<file path="src/hw/lcp_pkg.sv">
// constants, field positions and timing for the protected LED driver config bank
// assumes one 100 MHz system clock and byte-wide registers at their own addresses
//
// Operation
// [RQ1] protected registers are writable only while the unlock key register holds c5.
// [RQ2] test, trim, headroom, switch-test and LED-test registers are protected; the oscillator fine and coarse trims are not.
// [RQ3] the unlock key clears to zero after 10, 20, 50 or 100 ms picked by a two-bit window.
// [RQ4] test mode is entered only when the test entry code is 1001; test select picks the mode.
// [RQ5] each mask packs 12 pixels per row lsb first, rows running on across byte edges.
// [RQ6] a set mask bit turns its pixel off, and mask changes apply only at a frame boundary.
// [RQ7] a 24-bit sink offset trim over three bytes gives each of 12 sinks a 2-bit code.
// [RQ8] an overtemp disable bit turns protection off and a 2-bit range trim defaults to 00.
// [RQ9] pull test byte: bit 7 sink pull-up, bit 6 switch pull-down, bits 5-4 oc trim.
// [RQ10] separate sink and switch headroom enables plus one test enable per switch row.
// [RQ11] a sweep rate of 0000 turns spread spectrum off; other values set the sweep rate.
// [RQ12] spread amplitude 00/01/10/11 swings the fine trim by 16/32/64/125.
// [RQ13] the fine trim resets to 80, a larger value meaning a lower frequency.
// [RQ14] a three-bit coarse trim picks one of eight oscillator ranges.
// [RQ15] every unlock key write restarts the relock timer; expiry clears the key.
// [RQ16] locked writes to protected registers are dropped silently.

package lcp_pkg;

  // register byte addresses
  localparam logic [31:0] ADDR_MASK_D = 32'h4001_00e7;
  localparam logic [31:0] ADDR_MASK_E = 32'h4001_00e8;
  localparam logic [31:0] ADDR_MASK_F = 32'h4001_00e9;
  localparam logic [31:0] ADDR_MASK_G = 32'h4001_00ea;
  localparam logic [31:0] ADDR_MASK_H = 32'h4001_00eb;
  localparam logic [31:0] ADDR_MASK_I = 32'h4001_00ec;
  localparam logic [31:0] ADDR_MASK_J = 32'h4001_00ed;
  localparam logic [31:0] ADDR_MASK_K = 32'h4001_00ee;
  localparam logic [31:0] ADDR_MASK_L = 32'h4001_00ef;
  localparam logic [31:0] ADDR_UNLOCK_KEY = 32'h4001_00f0;
  localparam logic [31:0] ADDR_TEST_MODE = 32'h4001_00f1;
  localparam logic [31:0] ADDR_BANDGAP_TRIM = 32'h4001_00f2;
  localparam logic [31:0] ADDR_REF_TRIM = 32'h4001_00f3;
  localparam logic [31:0] ADDR_OFS_GLOBAL = 32'h4001_00f4;
  localparam logic [31:0] ADDR_OFS_LOW = 32'h4001_00f5;
  localparam logic [31:0] ADDR_OFS_MID = 32'h4001_00f6;
  localparam logic [31:0] ADDR_OFS_HIGH = 32'h4001_00f7;
  localparam logic [31:0] ADDR_HEADROOM = 32'h4001_00f8;
  localparam logic [31:0] ADDR_ROW_TEST = 32'h4001_00f9;
  localparam logic [31:0] ADDR_OVERTEMP = 32'h4001_00fa;
  localparam logic [31:0] ADDR_PULL_TEST = 32'h4001_00fb;
  localparam logic [31:0] ADDR_WINDOW = 32'h4001_00fc;
  localparam logic [31:0] ADDR_SPREAD = 32'h4001_00fd;
  localparam logic [31:0] ADDR_FINE = 32'h4001_00fe;
  localparam logic [31:0] ADDR_COARSE = 32'h4001_00ff;

  localparam int NREG = 25;
  localparam int NMASK = 9;
  localparam int NROW = 6;
  localparam int NSINK = 12;
  typedef logic [4:0] lcp_idx_t;

  // register index = address minus first address
  localparam lcp_idx_t I_KEY = lcp_idx_t'(ADDR_UNLOCK_KEY - ADDR_MASK_D);
  localparam lcp_idx_t I_TEST = lcp_idx_t'(ADDR_TEST_MODE - ADDR_MASK_D);
  localparam lcp_idx_t I_BG = lcp_idx_t'(ADDR_BANDGAP_TRIM - ADDR_MASK_D);
  localparam lcp_idx_t I_REF = lcp_idx_t'(ADDR_REF_TRIM - ADDR_MASK_D);
  localparam lcp_idx_t I_OFSG = lcp_idx_t'(ADDR_OFS_GLOBAL - ADDR_MASK_D);
  localparam lcp_idx_t I_OFS0 = lcp_idx_t'(ADDR_OFS_LOW - ADDR_MASK_D);
  localparam lcp_idx_t I_OFS1 = lcp_idx_t'(ADDR_OFS_MID - ADDR_MASK_D);
  localparam lcp_idx_t I_OFS2 = lcp_idx_t'(ADDR_OFS_HIGH - ADDR_MASK_D);
  localparam lcp_idx_t I_HEAD = lcp_idx_t'(ADDR_HEADROOM - ADDR_MASK_D);
  localparam lcp_idx_t I_ROWT = lcp_idx_t'(ADDR_ROW_TEST - ADDR_MASK_D);
  localparam lcp_idx_t I_OTEMP = lcp_idx_t'(ADDR_OVERTEMP - ADDR_MASK_D);
  localparam lcp_idx_t I_PULL = lcp_idx_t'(ADDR_PULL_TEST - ADDR_MASK_D);
  localparam lcp_idx_t I_WIN = lcp_idx_t'(ADDR_WINDOW - ADDR_MASK_D);
  localparam lcp_idx_t I_SPRD = lcp_idx_t'(ADDR_SPREAD - ADDR_MASK_D);
  localparam lcp_idx_t I_FINE = lcp_idx_t'(ADDR_FINE - ADDR_MASK_D);
  localparam lcp_idx_t I_COARSE = lcp_idx_t'(ADDR_COARSE - ADDR_MASK_D);

  // protected set: test mode through pull test byte
  localparam logic [NREG-1:0] PROT_MAP = 25'h01ffc00;
  // writable bits per register, index 0 rightmost; reserved bits read zero
  localparam logic [NREG-1:0][7:0] WMASK = {
    8'h07, 8'hff, 8'hfc, 8'h30, 8'hf0, 8'h0b, 8'hff, 8'hc0,
    8'hff, 8'hff, 8'hff, 8'hc0, 8'h3f, 8'hff, 8'hff, 8'hff,
    8'hff, 8'hff, 8'hff, 8'hff, 8'hff, 8'hff, 8'hff, 8'hff, 8'hff};
  localparam logic [7:0] FINE_RST = 8'h80;

  // codes
  localparam logic [7:0] KEY_OPEN = 8'hc5;
  localparam logic [3:0] TEST_ENTRY = 4'h9;
  localparam logic [3:0] SWEEP_OFF = 4'h0;
  localparam logic [3:0][6:0] SWING = {7'h7d, 7'h40, 7'h20, 7'h10};

  // field positions
  localparam int WIN_LSB = 4;
  localparam int TEN_LSB = 4;
  localparam int TSEL_LSB = 0;
  localparam int BGEN_BIT = 7;
  localparam int ISM_LSB = 4;
  localparam int TBG_LSB = 0;
  localparam int ISET_LSB = 0;
  localparam int OSG_LSB = 6;
  localparam int SINK_HR_BIT = 7;
  localparam int SW_HR_BIT = 6;
  localparam int OTDIS_BIT = 3;
  localparam int OTR_LSB = 0;
  localparam int PU_BIT = 7;
  localparam int PD_BIT = 6;
  localparam int OC_LSB = 4;
  localparam int SWEEP_LSB = 4;
  localparam int AMP_LSB = 2;
  localparam int COARSE_LSB = 0;

  // relock windows
  localparam int CLK_KHZ = 100000;
  localparam int WIN0_MS = 10;
  localparam int WIN1_MS = 20;
  localparam int WIN2_MS = 50;
  localparam int WIN3_MS = 100;

endpackage

</file>
<file path="src/hw/lcp_config_bank.sv">
// protected configuration bank of the LED matrix driver: pixel masks for
// rows 3 to 8, unlock key with timed relock, protected test and trim bytes,
// and oscillator spread and trim controls
// assumes a byte register port on sys_clk and a frame start pulse from the
// scan logic on the same clock

`timescale 1ns/100ps
`default_nettype none

module lcp_config_bank #(
  parameter int unsigned RELOCK_CYC_0 = lcp_pkg::WIN0_MS * lcp_pkg::CLK_KHZ,
  parameter int unsigned RELOCK_CYC_1 = lcp_pkg::WIN1_MS * lcp_pkg::CLK_KHZ,
  parameter int unsigned RELOCK_CYC_2 = lcp_pkg::WIN2_MS * lcp_pkg::CLK_KHZ,
  parameter int unsigned RELOCK_CYC_3 = lcp_pkg::WIN3_MS * lcp_pkg::CLK_KHZ,
  parameter int TMR_W = 24
) (
  input wire logic sys_clk,
  input wire logic rst_n,
  input wire logic clk_en,
  input wire logic [31:0] reg_addr,
  input wire logic [7:0] reg_wdata,
  input wire logic reg_wr,
  input wire logic reg_rd,
  output logic [7:0] reg_rdata,
  input wire logic frame_start,
  output logic [lcp_pkg::NROW-1:0][lcp_pkg::NSINK-1:0] pixel_off,
  output logic unlocked,
  output logic test_mode_on,
  output logic [3:0] test_select,
  output logic bg_test_en,
  output logic [2:0] iset_small_trim,
  output logic [3:0] bandgap_trim,
  output logic [5:0] iset_trim,
  output logic [1:0] sink_offset_global,
  output logic [23:0] sink_offset_code,
  output logic sink_headroom_test,
  output logic switch_headroom_test,
  output logic [7:0] row_switch_test,
  output logic overtemp_disable,
  output logic [1:0] overtemp_range_trim,
  output logic sink_pullup_test,
  output logic switch_pulldown_test,
  output logic [1:0] switch_oc_trim,
  output logic spread_on,
  output logic [3:0] spread_sweep_rate,
  output logic [6:0] spread_swing,
  output logic [7:0] osc_fine_code,
  output logic [2:0] osc_coarse_code
);

  typedef struct packed {
    logic [lcp_pkg::NREG-1:0][7:0] regs;
    logic [TMR_W-1:0] relock_cnt;
    logic [7:0] rdata;
    logic [lcp_pkg::NROW-1:0][lcp_pkg::NSINK-1:0] pix;
    logic unlocked;
    logic test_on;
    logic spread_on;
    logic [6:0] swing;
  } lcp_state_t;

  lcp_state_t s_r;
  lcp_state_t s_nxt;

  logic hit;
  lcp_pkg::lcp_idx_t idx;
  logic [31:0] rel_addr;
  logic [TMR_W-1:0] win_load;
  logic [lcp_pkg::NMASK*8-1:0] mask_flat;
  logic [1:0] win_sel;
  logic [1:0] amp_sel;

  // address decode: one contiguous byte range
  assign rel_addr = reg_addr - lcp_pkg::ADDR_MASK_D;
  assign hit = (reg_addr >= lcp_pkg::ADDR_MASK_D) && (reg_addr <= lcp_pkg::ADDR_COARSE);
  assign idx = lcp_pkg::lcp_idx_t'(rel_addr);

  // window picked at the moment the key is written, not while counting
  assign win_sel = s_r.regs[lcp_pkg::I_WIN][lcp_pkg::WIN_LSB +: 2];
  assign amp_sel = s_nxt.regs[lcp_pkg::I_SPRD][lcp_pkg::AMP_LSB +: 2];

  // relock interval in cycles for the selected window
  always_comb begin
    unique case (win_sel)
      2'h0: win_load = TMR_W'(RELOCK_CYC_0); // RQ3
      2'h1: win_load = TMR_W'(RELOCK_CYC_1); // RQ3
      2'h2: win_load = TMR_W'(RELOCK_CYC_2); // RQ3
      2'h3: win_load = TMR_W'(RELOCK_CYC_3); // RQ3
    endcase
  end

  // mask bytes joined lsb first so that rows run on across byte edges
  always_comb begin
    mask_flat = '0;
    for (int b = 0; b < lcp_pkg::NMASK; b++) begin
      mask_flat[b*8 +: 8] = s_r.regs[b]; // RQ5
    end
  end

  // next state
  always_comb begin
    s_nxt = s_r;
    s_nxt.rdata = '0;

    // read answers in the next cycle only; unmapped reads give zero
    if (reg_rd && hit) begin
      s_nxt.rdata = s_r.regs[idx];
    end

    // relock countdown; expiry clears the key and so relocks
    if (s_r.relock_cnt != '0) begin
      s_nxt.relock_cnt = s_r.relock_cnt - 1'b1;
      if (s_r.relock_cnt == TMR_W'(1)) begin
        s_nxt.regs[lcp_pkg::I_KEY] = '0; // RQ3 RQ15
      end
    end

    // writes; locked writes to the protected set fall away silently
    if (reg_wr && hit) begin
      if (!lcp_pkg::PROT_MAP[idx] || s_r.unlocked) begin // RQ1 RQ2 RQ16
        s_nxt.regs[idx] = reg_wdata & lcp_pkg::WMASK[idx];
      end
      // any key write restarts the window, also one landing on expiry
      if (idx == lcp_pkg::I_KEY) begin
        s_nxt.relock_cnt = win_load; // RQ15
      end
    end

    // masks reach the switches only at a frame start so no frame tears
    if (frame_start) begin
      for (int r = 0; r < lcp_pkg::NROW; r++) begin
        s_nxt.pix[r] = mask_flat[r*lcp_pkg::NSINK +: lcp_pkg::NSINK]; // RQ5 RQ6
      end
    end

    // decoded states, kept as flops so the outputs are registered
    s_nxt.unlocked = s_nxt.regs[lcp_pkg::I_KEY] == lcp_pkg::KEY_OPEN; // RQ1
    s_nxt.test_on = s_nxt.regs[lcp_pkg::I_TEST][lcp_pkg::TEN_LSB +: 4]
                    == lcp_pkg::TEST_ENTRY; // RQ4
    s_nxt.spread_on = s_nxt.regs[lcp_pkg::I_SPRD][lcp_pkg::SWEEP_LSB +: 4]
                      != lcp_pkg::SWEEP_OFF; // RQ11
    s_nxt.swing = lcp_pkg::SWING[amp_sel]; // RQ12
  end

  // state register; reset wins over the clock enable
  always_ff @(posedge sys_clk) begin
    if (!rst_n) begin
      s_r <= '0;
      s_r.regs[lcp_pkg::I_FINE] <= lcp_pkg::FINE_RST; // RQ13
      s_r.swing <= lcp_pkg::SWING[0];
    end else if (clk_en) begin
      s_r <= s_nxt;
    end
  end

  // register port and lock status
  assign reg_rdata = s_r.rdata;
  assign unlocked = s_r.unlocked;

  // a set bit opens the sink switch of that pixel
  assign pixel_off = s_r.pix; // RQ6

  // test mode
  assign test_mode_on = s_r.test_on; // RQ4
  assign test_select = s_r.regs[lcp_pkg::I_TEST][lcp_pkg::TSEL_LSB +: 4]; // RQ4

  // reference trims
  assign bg_test_en = s_r.regs[lcp_pkg::I_BG][lcp_pkg::BGEN_BIT];
  assign iset_small_trim = s_r.regs[lcp_pkg::I_BG][lcp_pkg::ISM_LSB +: 3];
  assign bandgap_trim = s_r.regs[lcp_pkg::I_BG][lcp_pkg::TBG_LSB +: 4];
  assign iset_trim = s_r.regs[lcp_pkg::I_REF][lcp_pkg::ISET_LSB +: 6];

  // sink n owns bits 2n+1:2n of the offset code
  assign sink_offset_global = s_r.regs[lcp_pkg::I_OFSG][lcp_pkg::OSG_LSB +: 2];
  assign sink_offset_code = {s_r.regs[lcp_pkg::I_OFS2],
                             s_r.regs[lcp_pkg::I_OFS1],
                             s_r.regs[lcp_pkg::I_OFS0]}; // RQ7

  // headroom and row switch tests
  assign sink_headroom_test = s_r.regs[lcp_pkg::I_HEAD][lcp_pkg::SINK_HR_BIT]; // RQ10
  assign switch_headroom_test = s_r.regs[lcp_pkg::I_HEAD][lcp_pkg::SW_HR_BIT]; // RQ10
  assign row_switch_test = s_r.regs[lcp_pkg::I_ROWT]; // RQ10

  // overtemperature
  assign overtemp_disable = s_r.regs[lcp_pkg::I_OTEMP][lcp_pkg::OTDIS_BIT]; // RQ8
  assign overtemp_range_trim = s_r.regs[lcp_pkg::I_OTEMP][lcp_pkg::OTR_LSB +: 2]; // RQ8

  // pull tests; low nibble is reserved and always zero
  assign sink_pullup_test = s_r.regs[lcp_pkg::I_PULL][lcp_pkg::PU_BIT]; // RQ9
  assign switch_pulldown_test = s_r.regs[lcp_pkg::I_PULL][lcp_pkg::PD_BIT]; // RQ9
  assign switch_oc_trim = s_r.regs[lcp_pkg::I_PULL][lcp_pkg::OC_LSB +: 2]; // RQ9

  // oscillator; the analog core adds the swing around the fine code
  assign spread_on = s_r.spread_on; // RQ11
  assign spread_sweep_rate = s_r.regs[lcp_pkg::I_SPRD][lcp_pkg::SWEEP_LSB +: 4]; // RQ11
  assign spread_swing = s_r.swing; // RQ12
  assign osc_fine_code = s_r.regs[lcp_pkg::I_FINE]; // RQ13
  assign osc_coarse_code = s_r.regs[lcp_pkg::I_COARSE][lcp_pkg::COARSE_LSB +: 3]; // RQ14

endmodule // lcp_config_bank

`default_nettype wire

</file>
<file path="config.mk">
export PLATFORM = sky130hd
export DESIGN_NAME = lcp_config_bank
export DESIGN_NICKNAME = d
export VERILOG_FILES = /design/src/hw/lcp_pkg.sv /design/src/hw/lcp_config_bank.sv
export SDC_FILE = /design/constraint.sdc
export NUM_CORES = 1
export LEC_CHECK = 0
export BUFFER_PORTS_ARGS = -buffer_cell sky130_fd_sc_hd__clkbuf_2
export CAP_MARGIN = 20
export CELL_PAD_IN_SITES_DETAIL_PLACEMENT = 1
export CELL_PAD_IN_SITES_GLOBAL_PLACEMENT = 1
export CORE_ASPECT_RATIO = 1.5
export CORE_MARGIN = 2
export CORE_UTILIZATION = 25
export CTS_BUF_LIST = sky130_fd_sc_hd__clkbuf_16
export CTS_CLUSTER_DIAMETER = 150
export DETAILED_ROUTE_END_ITERATION = 7
export PLACE_DENSITY_LB_ADDON = 0.1
export RECOVER_POWER = 25
export SETUP_SLACK_MARGIN = 0.2
export SLEW_MARGIN = 20
export SYNTH_ARGS = -nofsm -noshare
export SYNTH_HDL_FRONTEND = slang
export SYNTH_SLANG_ARGS = --single-unit
</file>
<file path="constraint.sdc">
create_clock -name sys_clk -period 3.5 [get_ports sys_clk]
set_clock_uncertainty 0.1 [all_clocks]
set_input_delay 0.175 -clock sys_clk [delete_from_list [all_inputs] [get_ports sys_clk]]
set_output_delay 0.175 -clock sys_clk [all_outputs]
set_load 0.05 [all_outputs]
</file>
==> flow_metrics.env <==
export IMPL_setup_tns_final_ns=0
export IMPL_crit_path_top_delay_cell="and2_0"
export IMPL_areaGrowthSynthToFinish_pct=10.4
export IMPL_synth_fp_nets=1757
export IMPL_start_kind="input port"
export IMPL_grt_pass1_vias=12600
export IMPL_timing_rr_end="s_r[187]"
export IMPL_worstPathRequired_ns=3.86
export IMPL_gp_congestion=0.823
export IMPL_grt_busiest_layer="met2"
export IMPL_cts_buffers=36
export IMPL_hold_slack_ns=0.0214
export IMPL_syn_avg_cell_area_um2=8.79
export IMPL_grt_max_degree=170
export IMPL_status="finished, violations left"
export IMPL_rsz0062_at_grt="no"
export IMPL_hold_depth=2
export IMPL_dp_cells=2419
export IMPL_period_minus_slack_ns=2.81
export IMPL_synthTopCellsByArea="dfxtp_1 (41%), buf_4 (7.9%), mux4_2 (7.2%)"
export IMPL_synth_flop_cell="dfxtp_1"
export IMPL_finalNonFillerCells=2486
export IMPL_netlist_cell_type_count=68
export IMPL_io_pins=212
export IMPL_drt_drc_violations_left=0
export IMPL_cpPeakStageDelay_ns=1.85
export IMPL_synth_seq_cells=309
export IMPL_grt_ovfl_total=0
export IMPL_clock_path_buffers=3
export IMPL_yosysMostFrequentCell="dfxtp_1"
export IMPL_finalMaxSlewViolations=40
export IMPL_reg2reg_slack_ns=0.84
export IMPL_crit_cells=4
export IMPL_hold_viol=0
export IMPL_clock_latency_ns=0.55
export IMPL_relSlewSlack_pct=-61.2
export IMPL_worstPathArrival_ns=3.16
export IMPL_grt_util_all_layers_pct=18.7
export IMPL_fin_nets=1740
export IMPL_critPathTopFamily="simple AND/OR/NAND/NOR gates"
export IMPL_postCtsSetupRepairBufs=0
export IMPL_setup_worst_path_end_class="flip-flop"
export IMPL_dr_total_vias=12100
export IMPL_grt_pass1_wl_um=86200
export IMPL_postRouteAntennaNets=0
export IMPL_hold_start="rst_n"
export IMPL_start_util_pct=25.3
export IMPL_port_buffers=210
export IMPL_clk_pin_slew_worst_paths_ns=0.06
export IMPL_crit_type="input port to flip-flop"
export IMPL_tritoncts="built"
export IMPL_antenna_found_initial=1
export IMPL_worst_slew_pin_slew_ns=2.42
export IMPL_drive_gt1_share_pct=17.0
export IMPL_hold_class="input port to flip-flop"
export IMPL_use_met3_pct=2.75
export IMPL_wl_per_cell_um=23.2
export IMPL_fin_util_pct=27.9
export IMPL_root_buffer="clkbuf_16"
export IMPL_path_buf_inv=1
export IMPL_dieArea_um2=61700
export IMPL_first_iter_violations=542
export IMPL_core_um2=59100
export IMPL_crit_chain="clkbuf_1, and2_0, nand2_1, a21boi_0"
export IMPL_use_met2_pct=33.0
export IMPL_dp_hpwl_um=41200
export IMPL_fp_dieH_um=303
export IMPL_wl_um=57700
export IMPL_reg2regPathDepth=6
export IMPL_peakVddDrop_mv=0.269
export IMPL_powerDensity_nw_per_um2=535
export IMPL_syn_area_um2=14900
export IMPL_cts_sinks=309
export IMPL_whs_endpoint="spread_swing[4]"
export IMPL_num_antenna_cells=0
export IMPL_violations="max-capacitance violations, max-slew violations"
export IMPL_maxCapViolCount=1
export IMPL_synth_top_area_share_pct=41.4
export IMPL_dp_slack_ns=0.204
export IMPL_firstDrtPassIters=4
export IMPL_async_flop_share_pct=0
export IMPL_fin_crit_sh_pct=80.2
export IMPL_synth_cells=1699
export IMPL_die_w_um=204
export IMPL_vias_per_cell=4.87
export IMPL_met1_usage_pct=23.1
export IMPL_fmax_mhz=356
export IMPL_reg2reg_from="s_r[99]"
export IMPL_htree_levels=2
export IMPL_worst_slack_ns=0.693
export IMPL_ys_seq_area_share_pct=41.4
export IMPL_setup_viol=0
export IMPL_synth_largest_area_cell="dfxtp_1"
export IMPL_leakagePower_nw=5.78
export IMPL_synth_enable_flop_cells=0
export IMPL_synth_warnings=0
export IMPL_num_rows=109
export IMPL_path_max_fanout=40
export IMPL_ys_top_cells_by_count="dfxtp_1 (309), nand2_1 (228), nand3_1 (193), buf_4 (157), o21ai_1 (153)"
==> cell families after synthesis <==
kind of cell             count (synthesis)  synth area share, %
AND/OR/NAND/NOR                        588                 19.1
AO/OA/AOI/OAI                          386                 15.7
buffers and inverters                  320                 13.1
flip-flops                             309                 41.4
multiplexers                            72                 8.88
adder cells (fa/ha/maj)                 12                 1.01
XOR/XNOR                                11                0.645
other                                    1               0.0251
==> how the worst max path moves through the flow <==
| stage | startpoint | end | slack, ns |
|---|---|---|---|
| final | clk_en | pixel_off[39] | 0.69 |
| after global routing | clk_en | pixel_off[39] | 0.38 |
| after CTS | reg_addr[1] | spread_swing[4] | 0.75 |
| after detailed placement | reg_addr[1] | spread_swing[4] | 0.20 |
| after global placement | reg_addr[14] | spread_swing[4] | 0.25 |
| after floorplan | reg_addr[14] | spread_swing[4] | 0.75 |
==> metal layers <==
metal / routed length [µm] / vias to the layer above
li1: - / 5827
met1: 24600 / 5954
met2: 28800 / 249
met3: 2430 / 84
met4: 1870 / 0
met5: 0 / -
==> layout by cell type, fill, tap and decap left out, types with 6 or more instances in the layout <==
cell | Yosys | final
nand3_1 | 193 | 193
nor3b_1 | 6 | 6
inv_1 | 14 | 26
nand4_1 | 9 | 9
a21boi_0 | 86 | 86
clkbuf_16 | 0 | 38
and3_1 | 15 | 15
clkbuf_2 | 9 | 130
clkinv_2 | 0 | 8
nor4_1 | 11 | 11
o21ai_0 | 63 | 63
buf_12 | 0 | 8
and2_1 | 10 | 9
nand2b_1 | 7 | 7
o21ai_1 | 153 | 153
ha_1 | 12 | 11
or3_1 | 29 | 29
a21boi_1 | 12 | 12
nand2_1 | 228 | 227
buf_4 | 157 | 32
nor2b_1 | 8 | 8
o211ai_1 | 6 | 6
a21oi_1 | 17 | 17
o21ai_2 | 6 | 6
mux2i_1 | 20 | 20
nor2_1 | 23 | 23
o2111ai_1 | 7 | 7
dfxtp_1 | 309 | 309
a31oi_1 | 10 | 10
mux4_2 | 48 | 48
nor3_1 | 26 | 26
clkbuf_1 | 76 | 78
==> what timing repair did <==
item | in CTS | in global routing
endpoints found under the hold margin | 2 | 0
gates resized for setup | 0 | 0
endpoints found under the setup margin | 0 | 0
hold buffers | 2 | 0
==> report_power, final <==
| group | switching [W] | total [W] | internal (W) |
|---|---|---|---|
| clock | 0.00161 | 0.00357 | 0.00196 |
| sequential | 0.000112 | 0.00372 | 0.00361 |
| combinational | 0.000962 | 0.00153 | 0.000569 |
| total | 0.00269 | 0.00882 | 0.00613 |
==> through the flow <==
| stage | cell area (µm²) | total power, W |
|---|---|---|
| after floorplan | 14900 | 0.00478 |
| after global placement | 15500 | 0.00532 |
| after detailed placement | 15500 | 0.00534 |
| after CTS | 16600 | 0.00897 |
| after global routing | 16500 | 0.00929 |
| final | 16500 | 0.00882 |
==> state kept, by name (all words and copies together) (netlist names), 2 cells and up <==
name	cells
s_r	76
mask_flat	72
pixel_off	72
sink_offset_code	24
osc_fine_code	8
reg_rdata	8
row_switch_test	8
iset_trim	6
bandgap_trim	4
spread_sweep_rate	4
test_select	4
iset_small_trim	3
osc_coarse_code	3
overtemp_range_trim	2
sink_offset_global	2
spread_swing	2
switch_oc_trim	2
==> layout make-up <==
cell class | count | area [µm²]
clock buffer | 38 | 951
clock inverter | 27 | 128
fill | 6930 | 42600
inverter | 14 | 52.6
multi-input combinational | 1070 | 6820
sequential | 309 | 6190
tap | 777 | 972
timing repair buffer | 251 | 1380
(Power assumes the default switching activity.)
